--- src/core/ccs_pkg.sv ---
package ccs_pkg;
    // Machine cycle position counter, one step per degree
    localparam int CCS_DEG_W = 9;
    localparam logic [8:0] CCS_DEG_LAST = 9'h167;
    localparam logic [8:0] CCS_DEG_RESET = 9'h000;
    // Stop key window on overflow indicate cycles
    localparam logic [8:0] CCS_STOP_WIN_LO = 9'h012;
    localparam logic [8:0] CCS_STOP_WIN_HI = 9'h02d;
    // Card row encodings presented on row_code
    localparam int CCS_ROW_W = 4;
    localparam logic [3:0] CCS_ROW_ZERO = 4'h0;
    localparam logic [3:0] CCS_ROW_NINE = 4'h9;
    localparam logic [3:0] CCS_ROW_ONE = 4'h1;
    localparam logic [3:0] CCS_ROW_ELEVEN = 4'hb;
    localparam logic [3:0] CCS_ROW_TWELVE = 4'hc;
    localparam logic [3:0] CCS_ROW_NONE = 4'hf;
    // Negative counter groups of counters 1 to 32
    localparam int CCS_NEG_GROUPS = 2;
    localparam logic [1:0] CCS_RUNIN_CYCLES = 2'h2;
    typedef enum logic [1:0] {
        CCS_HEAD_IDLE = 2'b00,
        CCS_HEAD_PASS = 2'b01,
        CCS_HEAD_LAST = 2'b10
    } ccs_head_t;
endpackage : ccs_pkg

--- src/core/ccs_latch.sv ---
`timescale 1ns/1ps
module ccs_latch
    import ccs_pkg::*;
(
    input wire logic clock,
    input wire logic rst_n,
    input wire logic pick,
    input wire logic release_stb,
    output logic hold_q
);
    // Pick wins over release so an impulse at cycle end is kept
    always_ff @(posedge clock or negedge rst_n) begin
        if (!rst_n) begin
            hold_q <= 1'b0;
        end else if (pick) begin
            hold_q <= 1'b1;
        end else if (release_stb) begin
            hold_q <= 1'b0;
        end
    end
endmodule : ccs_latch

--- src/core/ccs_seq.sv ---
`timescale 1ns/1ps
// Function
// RULE_01: Heading-read latch sets on X or digit impulse, holds, feeds first heading latch.
// RULE_02: First heading latch inhibits the card-cycle signal.
// RULE_03: Without list wiring, first heading latch forces list for heading cards.
// RULE_04: First heading latch blocks both overflow signals when next card heads.
// RULE_05: Second heading latch sets only on the last heading card cycle.
// RULE_06: Second latch lists first body card, emits first-card impulse, blocks double space.
// RULE_07: Skip to channel 2 after last heading card, or first card when inverted.
// RULE_08: Third heading latch set while heading cards list; it blocks program start.
// RULE_09: Feed clutch latch holds and drives feed and print clutches.
// RULE_10: Idle cycle only when both clutch latches are clear.
// RULE_11: Transfer print selectors and credit symbol pass only on feed cycles.
// RULE_12: Print clutch latch drives print clutch; indicate hubs pulse on print cycles.
// RULE_13: Stop key at 18 to 45 degrees on overflow indicate prevents type lock.
// RULE_14: Speed change for first two run-in cycles and last card past third station; the run-in term here also needs the print clutch latch.
// RULE_15: List latch sets on early impulse, lists, enables lower first-card print.
// RULE_16: Non-print latch breaks print drive, listing, spacing, overflow brush; forces speed.
// RULE_17: Final total latch sets on keys with empty feed; forces print and test.
// RULE_18: Auxiliary idle blocks selector pickup and internal exit suppression picks.
// RULE_19: Zero-time gate active rows 9 to 1, 11, 12; opens compare at zero.
// RULE_20: Eleven-twelve filter passes plugboard impulses only at rows 11 and 12.
// RULE_21: Summary punch latch sets on impulse, drives punch relay, balance test if double.
// RULE_22: Conversion switches negative groups to emitter common, counters 1 to 32.
// RULE_23: Latches are flip-flops set by pick, cleared by end-of-cycle strobe.
module ccs_seq
    import ccs_pkg::*;
(
    input wire logic clock,
    input wire logic rst_b,
    input wire logic cycle_step,
    input wire logic [3:0] row_code,
    input wire logic early_all_cycles,
    input wire logic heading_x_imp,
    input wire logic heading_digit_imp,
    input wire logic heading_next_card,
    input wire logic list_ctrl_wired,
    input wire logic list_ctrl_imp,
    input wire logic nonprint_imp,
    input wire logic feed_clutch_pick,
    input wire logic print_clutch_pick,
    input wire logic inverted_form,
    input wire logic program_running,
    input wire logic program_start_req,
    input wire logic overflow_ind_req,
    input wire logic overflow_nonind_req,
    input wire logic overflow_brush_req,
    input wire logic double_space_req,
    input wire logic minor_control_change,
    input wire logic stop_key,
    input wire logic final_total_key,
    input wire logic start_key,
    input wire logic hopper_feed_empty,
    input wire logic run_in,
    input wire logic last_card_past_third,
    input wire logic idle_cause_aux,
    input wire logic credit_symbol_imp,
    input wire logic indicate_imp,
    input wire logic plugboard_imp,
    input wire logic summary_punch_imp,
    input wire logic double_balance,
    input wire logic conversion_cycle,
    input wire logic [1:0] group_negative,
    output logic heading_read_latch,
    output logic heading_ctrl_first,
    output logic heading_ctrl_second,
    output logic heading_ctrl_third,
    output logic feed_clutch_ctrl,
    output logic print_clutch_ctrl,
    output logic feed_clutch_drive,
    output logic print_clutch_drive,
    output logic idle_cycle_signal,
    output logic idle_cycle_aux,
    output logic card_cycle_signal,
    output logic list_output,
    output logic list_ctrl_latch,
    output logic nonprint_latch,
    output logic final_total_latch,
    output logic final_total_hubs,
    output logic overflow_indicate_sig,
    output logic overflow_nonindicate_sig,
    output logic overflow_brush_ctrl,
    output logic double_space_request,
    output logic minor_first_card_imp,
    output logic lower_first_print,
    output logic skip_to_channel2,
    output logic program_start_latch,
    output logic type_bar_lock_block,
    output logic speed_change_output,
    output logic spacing_suppress,
    output logic transfer_print_entry_sel,
    output logic credit_symbol_out,
    output logic indicate_cycle_hubs,
    output logic negative_balance_test,
    output logic selector_pick_en,
    output logic exit_supp_pick_en,
    output logic zero_time_gate,
    output logic eleven_twelve_filter,
    output logic filtered_imp,
    output logic summary_punch_ctrl_latch,
    output logic summary_punch_relay,
    output logic punch_balance_test,
    output logic [1:0] correction_selector
);
    logic rst_s1_q;
    logic rst_s2_q;
    logic rst_n;
    always_ff @(posedge clock or negedge rst_b) begin
        if (!rst_b) begin
            rst_s1_q <= 1'b0;
            rst_s2_q <= 1'b0;
        end else begin
            rst_s1_q <= 1'b1;
            rst_s2_q <= rst_s1_q;
        end
    end
    assign rst_n = rst_s2_q;

    // Machine cycle position, one count per degree step
    logic [8:0] deg_q;
    logic [8:0] deg_d;
    wire cycle_end = cycle_step && (deg_q == CCS_DEG_LAST);
    assign deg_d = cycle_end ? CCS_DEG_RESET : 9'(deg_q + 9'h001);
    always_ff @(posedge clock or negedge rst_n) begin
        if (!rst_n) begin
            deg_q <= CCS_DEG_RESET;
        end else if (cycle_step) begin
            deg_q <= deg_d;
        end
    end

    // Self-holding latches
    logic hr_q, h1_q, h2_q, h3_q, fc_q, pc_q, lc_q, np_q, ft_q, sp_q;
    wire ft_pick = final_total_key && start_key && hopper_feed_empty; // [RULE_17]
    // Heading read seen this cycle but next card is body: last heading card
    wire last_head = h1_q && hr_q && h3_q && !heading_next_card; // [RULE_05]
    wire [9:0] picks = {
        heading_x_imp || heading_digit_imp, // [RULE_01]
        hr_q, // [RULE_01]
        last_head, // [RULE_05]
        h1_q && list_output, // [RULE_08]
        feed_clutch_pick, // [RULE_09]
        print_clutch_pick || ft_q, // [RULE_17]
        list_ctrl_imp && early_all_cycles, // [RULE_15]
        nonprint_imp && early_all_cycles, // [RULE_16]
        ft_pick,
        summary_punch_imp // [RULE_21]
    };
    logic [9:0] holds;
    genvar gi;
    generate
        for (gi = 0; gi < 10; gi++) begin : g_latch
            ccs_latch u_latch ( // [RULE_23]
                .clock(clock),
                .rst_n(rst_n),
                .pick(picks[gi]),
                .release_stb(cycle_end),
                .hold_q(holds[gi])
            );
        end
    endgenerate
    assign {hr_q, h1_q, h2_q, h3_q, fc_q, pc_q, lc_q, np_q, ft_q, sp_q} = holds;

    // Run-in cycle counter for speed change
    logic [1:0] runin_q;
    always_ff @(posedge clock or negedge rst_n) begin
        if (!rst_n) begin
            runin_q <= 2'h0;
        end else if (!run_in) begin
            runin_q <= 2'h0;
        end else if (cycle_end && runin_q != CCS_RUNIN_CYCLES) begin
            runin_q <= 2'(runin_q + 2'h1);
        end
    end

    wire idle_w = !fc_q && !pc_q; // [RULE_10]
    wire feed_w = fc_q;
    wire print_w = (fc_q || pc_q) && !np_q; // [RULE_12] [RULE_16]
    wire list_w = !np_q && (lc_q || (h1_q && !list_ctrl_wired) || h2_q); // [RULE_03] [RULE_06]
    wire skip_w = inverted_form ? (h1_q && !h2_q && !(h3_q && program_running))
                                : h2_q; // [RULE_07]
    wire stop_win = (deg_q >= CCS_STOP_WIN_LO) && (deg_q <= CCS_STOP_WIN_HI);
    wire zero_w = (row_code >= CCS_ROW_ONE && row_code <= CCS_ROW_NINE)
                  || row_code == CCS_ROW_ELEVEN || row_code == CCS_ROW_TWELVE; // [RULE_19]
    wire et_w = row_code == CCS_ROW_ELEVEN || row_code == CCS_ROW_TWELVE; // [RULE_20]
    wire speed_w = (run_in && runin_q != CCS_RUNIN_CYCLES && pc_q)
                   || last_card_past_third || np_q || idle_w; // [RULE_14] [RULE_16]
    wire aux_w = idle_w && idle_cause_aux; // [RULE_18]

    // All outputs registered; one cycle behind their causes
    always_ff @(posedge clock or negedge rst_n) begin
        if (!rst_n) begin
            heading_read_latch <= 1'b0;
            heading_ctrl_first <= 1'b0;
            heading_ctrl_second <= 1'b0;
            heading_ctrl_third <= 1'b0;
            feed_clutch_ctrl <= 1'b0;
            print_clutch_ctrl <= 1'b0;
            feed_clutch_drive <= 1'b0;
            print_clutch_drive <= 1'b0;
            idle_cycle_signal <= 1'b0;
            idle_cycle_aux <= 1'b0;
            card_cycle_signal <= 1'b0;
            list_output <= 1'b0;
            list_ctrl_latch <= 1'b0;
            nonprint_latch <= 1'b0;
            final_total_latch <= 1'b0;
            final_total_hubs <= 1'b0;
            overflow_indicate_sig <= 1'b0;
            overflow_nonindicate_sig <= 1'b0;
            overflow_brush_ctrl <= 1'b0;
            double_space_request <= 1'b0;
            minor_first_card_imp <= 1'b0;
            lower_first_print <= 1'b0;
            skip_to_channel2 <= 1'b0;
            program_start_latch <= 1'b0;
            type_bar_lock_block <= 1'b0;
            speed_change_output <= 1'b0;
            spacing_suppress <= 1'b0;
            transfer_print_entry_sel <= 1'b0;
            credit_symbol_out <= 1'b0;
            indicate_cycle_hubs <= 1'b0;
            negative_balance_test <= 1'b0;
            selector_pick_en <= 1'b0;
            exit_supp_pick_en <= 1'b0;
            zero_time_gate <= 1'b0;
            eleven_twelve_filter <= 1'b0;
            filtered_imp <= 1'b0;
            summary_punch_ctrl_latch <= 1'b0;
            summary_punch_relay <= 1'b0;
            punch_balance_test <= 1'b0;
            correction_selector <= 2'h0;
        end else begin
            heading_read_latch <= hr_q;
            heading_ctrl_first <= h1_q;
            heading_ctrl_second <= h2_q;
            heading_ctrl_third <= h3_q;
            feed_clutch_ctrl <= fc_q;
            print_clutch_ctrl <= pc_q;
            feed_clutch_drive <= feed_w; // [RULE_09]
            print_clutch_drive <= print_w; // [RULE_09]
            idle_cycle_signal <= idle_w; // [RULE_10]
            idle_cycle_aux <= aux_w;
            card_cycle_signal <= !idle_w && !h1_q; // [RULE_02]
            list_output <= list_w;
            list_ctrl_latch <= lc_q;
            nonprint_latch <= np_q;
            final_total_latch <= ft_q;
            final_total_hubs <= ft_q; // [RULE_17]
            overflow_indicate_sig <= overflow_ind_req && !(h1_q && heading_next_card); // [RULE_04]
            overflow_nonindicate_sig <= overflow_nonind_req
                                        && !(h1_q && heading_next_card); // [RULE_04]
            overflow_brush_ctrl <= overflow_brush_req && !np_q; // [RULE_16]
            double_space_request <= double_space_req && !(h2_q && minor_control_change)
                                    && (lc_q || !minor_control_change); // [RULE_06] [RULE_15]
            minor_first_card_imp <= minor_control_change && !(h1_q && !h2_q); // [RULE_06]
            lower_first_print <= lc_q && minor_control_change; // [RULE_15]
            skip_to_channel2 <= skip_w;
            program_start_latch <= program_start_req && !h3_q; // [RULE_08]
            type_bar_lock_block <= pc_q && overflow_ind_req && stop_key && stop_win; // [RULE_13]
            speed_change_output <= speed_w;
            spacing_suppress <= np_q; // [RULE_16]
            transfer_print_entry_sel <= feed_w; // [RULE_11]
            credit_symbol_out <= credit_symbol_imp && feed_w; // [RULE_11]
            indicate_cycle_hubs <= indicate_imp && print_w; // [RULE_12]
            negative_balance_test <= ft_q; // [RULE_17]
            selector_pick_en <= !aux_w; // [RULE_18]
            exit_supp_pick_en <= !aux_w; // [RULE_18]
            zero_time_gate <= zero_w;
            eleven_twelve_filter <= et_w;
            filtered_imp <= plugboard_imp && et_w; // [RULE_20]
            summary_punch_ctrl_latch <= sp_q;
            summary_punch_relay <= sp_q; // [RULE_21]
            punch_balance_test <= sp_q && double_balance; // [RULE_21]
            correction_selector <= conversion_cycle ? group_negative : 2'h0; // [RULE_22]
        end
    end

    chk_idle_both_clear: assert property (@(posedge clock) disable iff (!rst_n) // [RULE_10]
        idle_cycle_signal |-> !$past(fc_q) && !$past(pc_q))
        else $error("idle with a clutch latch set");
    chk_card_cycle_inhibit: assert property (@(posedge clock) disable iff (!rst_n) // [RULE_02]
        h1_q |=> !card_cycle_signal)
        else $error("card cycle during heading");
    chk_filter_rows: assert property (@(posedge clock) disable iff (!rst_n) // [RULE_20]
        filtered_imp |-> $past(row_code) == CCS_ROW_ELEVEN || $past(row_code) == CCS_ROW_TWELVE)
        else $error("filter passed wrong row");
    chk_zero_gate_row: assert property (@(posedge clock) disable iff (!rst_n) // [RULE_19]
        row_code == CCS_ROW_ZERO |=> !zero_time_gate)
        else $error("zero gate at zero row");
    chk_program_block: assert property (@(posedge clock) disable iff (!rst_n) // [RULE_08]
        h3_q |=> !program_start_latch)
        else $error("program started during heading");
    chk_overflow_block: assert property (@(posedge clock) disable iff (!rst_n) // [RULE_04]
        h1_q && heading_next_card |=> !overflow_indicate_sig && !overflow_nonindicate_sig)
        else $error("overflow during heading");
    chk_nonprint_drive: assert property (@(posedge clock) disable iff (!rst_n) // [RULE_16]
        np_q |=> !print_clutch_drive && !list_output && speed_change_output)
        else $error("print driven under non-print");
    chk_feed_credit: assert property (@(posedge clock) disable iff (!rst_n) // [RULE_11]
        credit_symbol_out |-> $past(fc_q) && transfer_print_entry_sel)
        else $error("credit symbol without feed");
    chk_latch_release: assert property (@(posedge clock) disable iff (!rst_n) // [RULE_23]
        cycle_end && !picks[0] |=> !sp_q)
        else $error("latch held past cycle end");
endmodule : ccs_seq

--- config.mk ---
export PLATFORM = sky130hd
export DESIGN_NAME = ccs_seq
export DESIGN_NICKNAME = d
export VERILOG_FILES = /design/src/core/ccs_pkg.sv /design/src/core/ccs_latch.sv /design/src/core/ccs_seq.sv
export SDC_FILE = /design/constraint.sdc
export NUM_CORES = 1
export LEC_CHECK = 0
export BUFFER_PORTS_ARGS = -buffer_cell sky130_fd_sc_hd__buf_2
export CAP_MARGIN = 10
export CELL_PAD_IN_SITES_DETAIL_PLACEMENT = 1
export CELL_PAD_IN_SITES_GLOBAL_PLACEMENT = 1
export CORE_UTILIZATION = 25
export DETAILED_ROUTE_END_ITERATION = 8
export PLACE_DENSITY = 0.6
export REMOVE_ABC_BUFFERS = 1
export SETUP_SLACK_MARGIN = 0.4
export SYNTH_ARGS = -nofsm -noshare
export SYNTH_HDL_FRONTEND = slang
export SYNTH_HIERARCHICAL = 1
export SYNTH_SLANG_ARGS = --single-unit
--- constraint.sdc ---
create_clock -name clock -period 1.6 [get_ports clock]
set_input_delay 0.48 -clock clock [delete_from_list [all_inputs] [get_ports clock]]
set_output_delay 0.48 -clock clock [all_outputs]
set_load 0.05 [all_outputs]
==> results of run 1 <==
[cells in the mapped netlist (2+ instances only)]
library cell	count	area share
a211oi_1	3	0.0099
nor3_1	3	0.0066
dfrtp_1	57	0.63
clkbuf_1	2	0.0033
ha_1	4	0.022
nand2b_1	5	0.014
and4_1	2	0.0077
or3_1	2	0.0055
a21o_1	10	0.033
nor4b_1	2	0.0077
nand2_1	16	0.027
o21ai_0	4	0.0088
nor2_1	9	0.015
and2_1	9	0.025
nor2b_1	2	0.0055
xor2_1	2	0.0077
and3_1	2	0.0055
nand3_1	2	0.0044
buf_4	7	0.023
a21oi_1	5	0.011
xnor2_1	2	0.0077
or2_2	3	0.0083
a21boi_0	4	0.013
mux2i_1	2	0.0088
inv_1	18	0.030
nand4_1	3	0.0083
[state kept, by name (all words and copies together) (netlist names), 2 cells and up]
register and count:
g_latch.u_latch/hold_q 10, deg_q 9, correction_selector 2, runin_q 2
[cells by family after synthesis]
group                    count (synthesis)  share of synthesized area
AND/OR/NAND/NOR                         65                     0.1630
adder cells (fa/ha/maj)                  4                    0.02210
other                                    1                   0.001656
multiplexers                             2                   0.008840
XOR/XNOR                                 4                    0.01547
buffers and inverters                   28                    0.06132
flip-flops                              57                     0.6298
AO/OA/AOI/OAI                           32                    0.09779
[worst min path at each step]
stage | startpoint | end | slack, ns | cells past startpoint
global route | rst_n$_DFF_PN0_ | overflow_brush_ctrl$_DFF_PN0_ | 0.24 | 0
finish | rst_n$_DFF_PN0_ | list_ctrl_latch$_DFF_PN0_ | 0.20 | 0
floorplan | rst_b | rst_n$_DFF_PN0_ | 0.18 | 0
detailed placement | rst_n$_DFF_PN0_ | overflow_brush_ctrl$_DFF_PN0_ | 0.21 | 0
CTS | rst_n$_DFF_PN0_ | overflow_brush_ctrl$_DFF_PN0_ | 0.21 | 0
global placement | rst_n$_DFF_PN0_ | overflow_brush_ctrl$_DFF_PN0_ | 0.21 | 0
[repair_timing]
item	in CTS	in global routing
pin swaps	9	10
hold endpoints to repair	2	0
resized for setup	94	29
hold buffers	1	0
setup endpoints to repair	61	61
setup buffers	1	2
[layout by cell type (no fill, tap or decap), types with 2 or more instances in the layout]
cell / Yosys / layout
ha_4: 0 / 2
a21o_1: 10 / 10
and4_1: 2 / 2
or3_1: 2 / 2
mux2i_1: 2 / 2
inv_2: 0 / 3
buf_2: 0 / 38
buf_4: 7 / 9
and2_1: 9 / 9
bufinv_16: 0 / 2
buf_6: 1 / 48
nor2_1: 9 / 8
nor4b_4: 0 / 2
dfrtp_1: 57 / 56
a21boi_0: 4 / 4
nor3_1: 3 / 2
inv_1: 18 / 14
a211oi_2: 0 / 2
xor2_1: 2 / 2
nand4_1: 3 / 3
xnor2_1: 2 / 2
clkbuf_8: 0 / 11
o21ai_0: 4 / 3
a21oi_1: 5 / 4
nand2_1: 16 / 16
nand2b_1: 5 / 5
nor2b_1: 2 / 2
clkinvlp_4: 0 / 2
or2_2: 3 / 2
[per-layer routing]
metal  global-route usage  part of all wire  vias up  wire (µm)
li1                     -                 -      831          -
met1               0.1452              0.42      852       2402
met2               0.2102              0.51       53       2905
met3              0.03741             0.043       12        247
met4              0.07922             0.026        0        147
met5                    0                 0        -          0
[per-stage QoR]
stage               worst slack (ns)    util  hold slack [ns]
floorplan                    -0.2562       -           0.1844
global placement            0.006299  0.3244           0.2086
detailed placement          -0.05365  0.3244           0.2082
CTS                          0.02870  0.3886           0.2117
global route                -0.03436  0.4046           0.2385
finish                       0.01898  0.4046           0.1996
[final cells by class]
| type | instances | share of cell area |
|---|---|---|
| multi-input cells | 108 | 0.2410 |
| clock buffers | 12 | 0.04375 |
| flip-flops and latches | 57 | 0.4026 |
| well taps | 108 | 0.03811 |
| repair buffers | 97 | 0.2336 |
| clock inverters | 4 | 0.02117 |
| inverters | 18 | 0.01976 |
[where the power goes]
group	internal, mW	switching (mW)
clock	0.962	0.594
sequential	1.54	0.110
combinational	0.440	0.502
==> impl_metrics.yaml, run 1 <==
grt:
  first_global_vias: 1838
  antenna_found_initial: 0
  grt_max_degree: 39
  grt_pass1_wl_um: 9135
  overflow: 0
  grt_use_total: 0.1276
logic_synthesis:
  synth_edf_count: 0
  ys_async_sr_fraction: 1.000
  ys_warn_count: 6
  syn_inst: 193
  syn_area_per_cell_um2: 11.73
  synth.distinct_cells: 39
  ys.flop_type: "dfrtp_1"
  yosys_register_bits: 57
  ys_seq_area_frac: 0.6298
  synth_area_um2: 2265
placed_design:
  dpl_cell_area_um2: 2843
  gp_congestion: 0.7827
  place_inst: 384
  port_buffers: 79
  hpwl_um: 3815
run:
  drv_cap: 0
setup_path:
  end_kind: "flop"
  startpoint: "deg_q[7]$_DFFE_PN0P_"
  worstReg2RegStart: "deg_q[7]$_DFFE_PN0P_"
  worstSetupPathType: "flop to flop"
  critPathRequiredTime_ns: 1.82
  max_stage_delay_ns: 0.54
  rr_endpoint: "runin_q[0]$_DFFE_PN0P_"
  cp_max_fo: 2
  arrival_ns: 1.80
  cp_cell_sequence: "or3b_4, or4b_4, mux2i_1"
  critical-path-top-delay-family: "simple AND/OR/NAND/NOR gates"
  crit_cells: 3
  start_kind: "flop"
  critPathSlowestCell: "or4b_4"
  crit_end: "runin_q[0]$_DFFE_PN0P_"
  ff2ff_path_depth: 3
  crit_buf_inv: 0
  r2r_setup_slack_ns: 0.02
detailed_routing:
  routed_wl_um: 5703
  drt_drc_violations_left: 0
  drt-vias-per-instance: 4.327
  drt_iter0_markers: 27
  dr.pass1.iters: 4
  wl_per_cell_um: 14.12
  vias: 1748
  ant_nets: 0
cts:
  cts_tree: "done"
  cts_buffers: 9
  clk_pin_slew_ns: 0.06
  cts.root.buffer_cell: "clkbuf_8"
  insertion_delay_ns: 0.34
  cts_max_level: 3
  cts_sinks: 57
  cts.path.max_buffers: 2
floorplan:
  dieHeight_um: 97.18
  core_um2: 8763
  ioPinCount: 80
  start_util: 0.2584
  die_x_um: 97.18
  core.rowCount: 34
  dieArea_um2: 9443
timing:
  period_share: 0.9881
  fmax_ghz: 0.6325
  finalHoldViolCount: 0
  finalMaxSlewViolations: 0
  rsz0062_at_grt: "yes"
  finClkSkew_ns: 0.005081
  setup_viol: 0
  fin_crit_ns: 1.581
  setup_tns_ns: 0
layout:
  fin_nets: 334
  multi_input_comb_area_um2: 854.6
  stdcell_count: 404
  drive_gt1_frac: 0.4662
  fin_area_um2: 3546
  n_fill_cell: 955
  diodes: 0
  syn_to_final_growth_pct: 56.57
  regArea_um2: 1428
pwr:
  vdd_ir_drop_max_uv: 378.6
  power_density_nw_per_um2: 1170
  leakage_nw: 1.581
  p_total_mw: 4.149
hold_path:
  hold_path_class: "flop to async pin"
run_status:
  status: "complete, no violations"
(Power assumes the default switching activity.)
==> run 2: changes to the inputs <==
Settings changed: RECOVER_POWER from default to 50.
==> impl_metrics.yaml, run 2 (synthesis results as in run 1) <==
setup_path:
  crit_buf_inv: 0
  critPathSlowestCell: "or4b_4"
  critPathRequiredTime_ns: 1.82
  worstSetupPathType: "flop to flop"
  r2r_setup_slack_ns: 0.02
  cp_max_fo: 2
  max_stage_delay_ns: 0.54
  start_kind: "flop"
  end_kind: "flop"
  critical-path-top-delay-family: "simple AND/OR/NAND/NOR gates"
  cp_cell_sequence: "or3b_4, or4b_4, mux2i_1"
  arrival_ns: 1.80
grt:
  antenna_found_initial: 0
  grt_pass1_wl_um: 9135
  first_global_vias: 1838
  grt_max_degree: 39
  overflow: 0
  grt_use_total: 0.1276
floorplan:
  start_util: 0.2584
  core.rowCount: 34
  die_x_um: 97.18
  core_um2: 8763
  dieHeight_um: 97.18
  dieArea_um2: 9443
  ioPinCount: 80
placed_design:
  place_inst: 384
  hpwl_um: 3815
  port_buffers: 79
  dpl_cell_area_um2: 2843
  gp_congestion: 0.7827
detailed_routing:
  routed_wl_um: 5696
  ant_nets: 0
  vias: 1755
  drt_iter0_markers: 28
  wl_per_cell_um: 14.10
  dr.pass1.iters: 4
  drt-vias-per-instance: 4.344
  drt_drc_violations_left: 0
timing:
  period_share: 0.9875
  slew_headroom: 0.5434
  finClkSkew_ns: 0.005268
  rsz0062_at_grt: "yes"
  fmax_ghz: 0.6329
  hold_ws_ns: 0.2844
  finalMaxSlewViolations: 0
  finalHoldViolCount: 0
  setup_viol: 0
  fin_crit_ns: 1.580
  tightestPinTransition_ns: 0.6850
cts:
  cts_tree: "done"
  cts_buffers: 9
  clk_pin_slew_ns: 0.07
  cts_sinks: 57
  cts_max_level: 3
  cts.path.max_buffers: 2
  insertion_delay_ns: 0.34
  cts.root.buffer_cell: "clkbuf_8"
run:
  drv_cap: 0
layout:
  n_fill_cell: 959
  largestRegisters: "g_latch.u_latch/hold_q (10), deg_q (9)"
  drive_gt1_frac: 0.4561
  stdcell_count: 404
  diodes: 0
  fin_util: 0.4028
  largest_reg_flops: 10
  fin_area_um2: 3530
  fin_nets: 334
  final_cell_mix: "dfrtp_1, buf_6, buf_2"
  syn_to_final_growth_pct: 55.86
  final_common_cell: "dfrtp_1"
  top_register: "g_latch.u_latch/hold_q"
hold_path:
  hold_path_class: "flop to async pin"
pwr:
  power_density_nw_per_um2: 1174
  leakage_nw: 1.571
  p_total_mw: 4.144
  vdd_ir_drop_max_uv: 377.8
run_status:
  status: "complete, no violations"
==> run 2: where the power goes <==
group          leakage, nW  total (mW)  switching [mW]  internal [mW]
clock                0.109        1.56           0.595          0.962
combinational        0.817       0.937           0.501          0.436
sequential           0.646        1.65           0.109           1.54
==> run 2: repair_timing <==
action	in CTS	in global routing
buffers inserted	1	2
hold endpoints to repair	2	0
resized for setup	94	29
hold buffers	1	0
endpoints found under the setup margin	61	61
pin swaps	9	10
cloned	0	0
==> run 2: final cells by class <==
cell class	count	area, µm²	area share
well taps	108	135.1	0.03828
clock inverters	4	75.07	0.02127
flip-flops and latches	57	1426	0.4041
clock buffers	12	155.1	0.04396
inverters	18	70.07	0.01985
multi-input cells	108	854.6	0.2421
repair buffers	97	813.3	0.2304
==> run 2: path summary, 6_finish.rpt <==
check,startpoint,endpoint,cells past startpoint
max,deg_q[7]$_DFFE_PN0P_,runin_q[0]$_DFFE_PN0P_,3
min,rst_n$_DFF_PN0_,overflow_brush_ctrl$_DFF_PN0_,0
max reg2reg,deg_q[7]$_DFFE_PN0P_,runin_q[0]$_DFFE_PN0P_,3
min reg2reg,rst_n$_DFF_PN0_,overflow_brush_ctrl$_DFF_PN0_,0
max in group asynchronous,rst_n$_DFF_PN0_,g_latch[6].u_latch/hold_q$_DFFE_PN0P_,1
min in group clock,idle_cause_aux,exit_supp_pick_en$_DFF_PN0_,2
==> run 2: per-stage QoR <==
step / worst slack [ns] / TNS, ns
2_1_floorplan: -0.2562 / -9.361
5_1_grt: -0.03436 / -0.08463
4_1_cts: 0.02870 / 0
3_5_place_dp: -0.05365 / -0.4345
6_report: 0.01994 / 0
3_3_place_gp: 0.006299 / 0
==> run 2: per-layer routing <==
| metal | wire, µm | global-route usage | vias up |
|---|---|---|---|
| met5 | 0 | 0 | - |
| li1 | - | - | 831 |
| met3 | 242 | 0.03741 | 12 |
| met4 | 149 | 0.07922 | 0 |
| met2 | 2904 | 0.2102 | 53 |
| met1 | 2399 | 0.1452 | 859 |
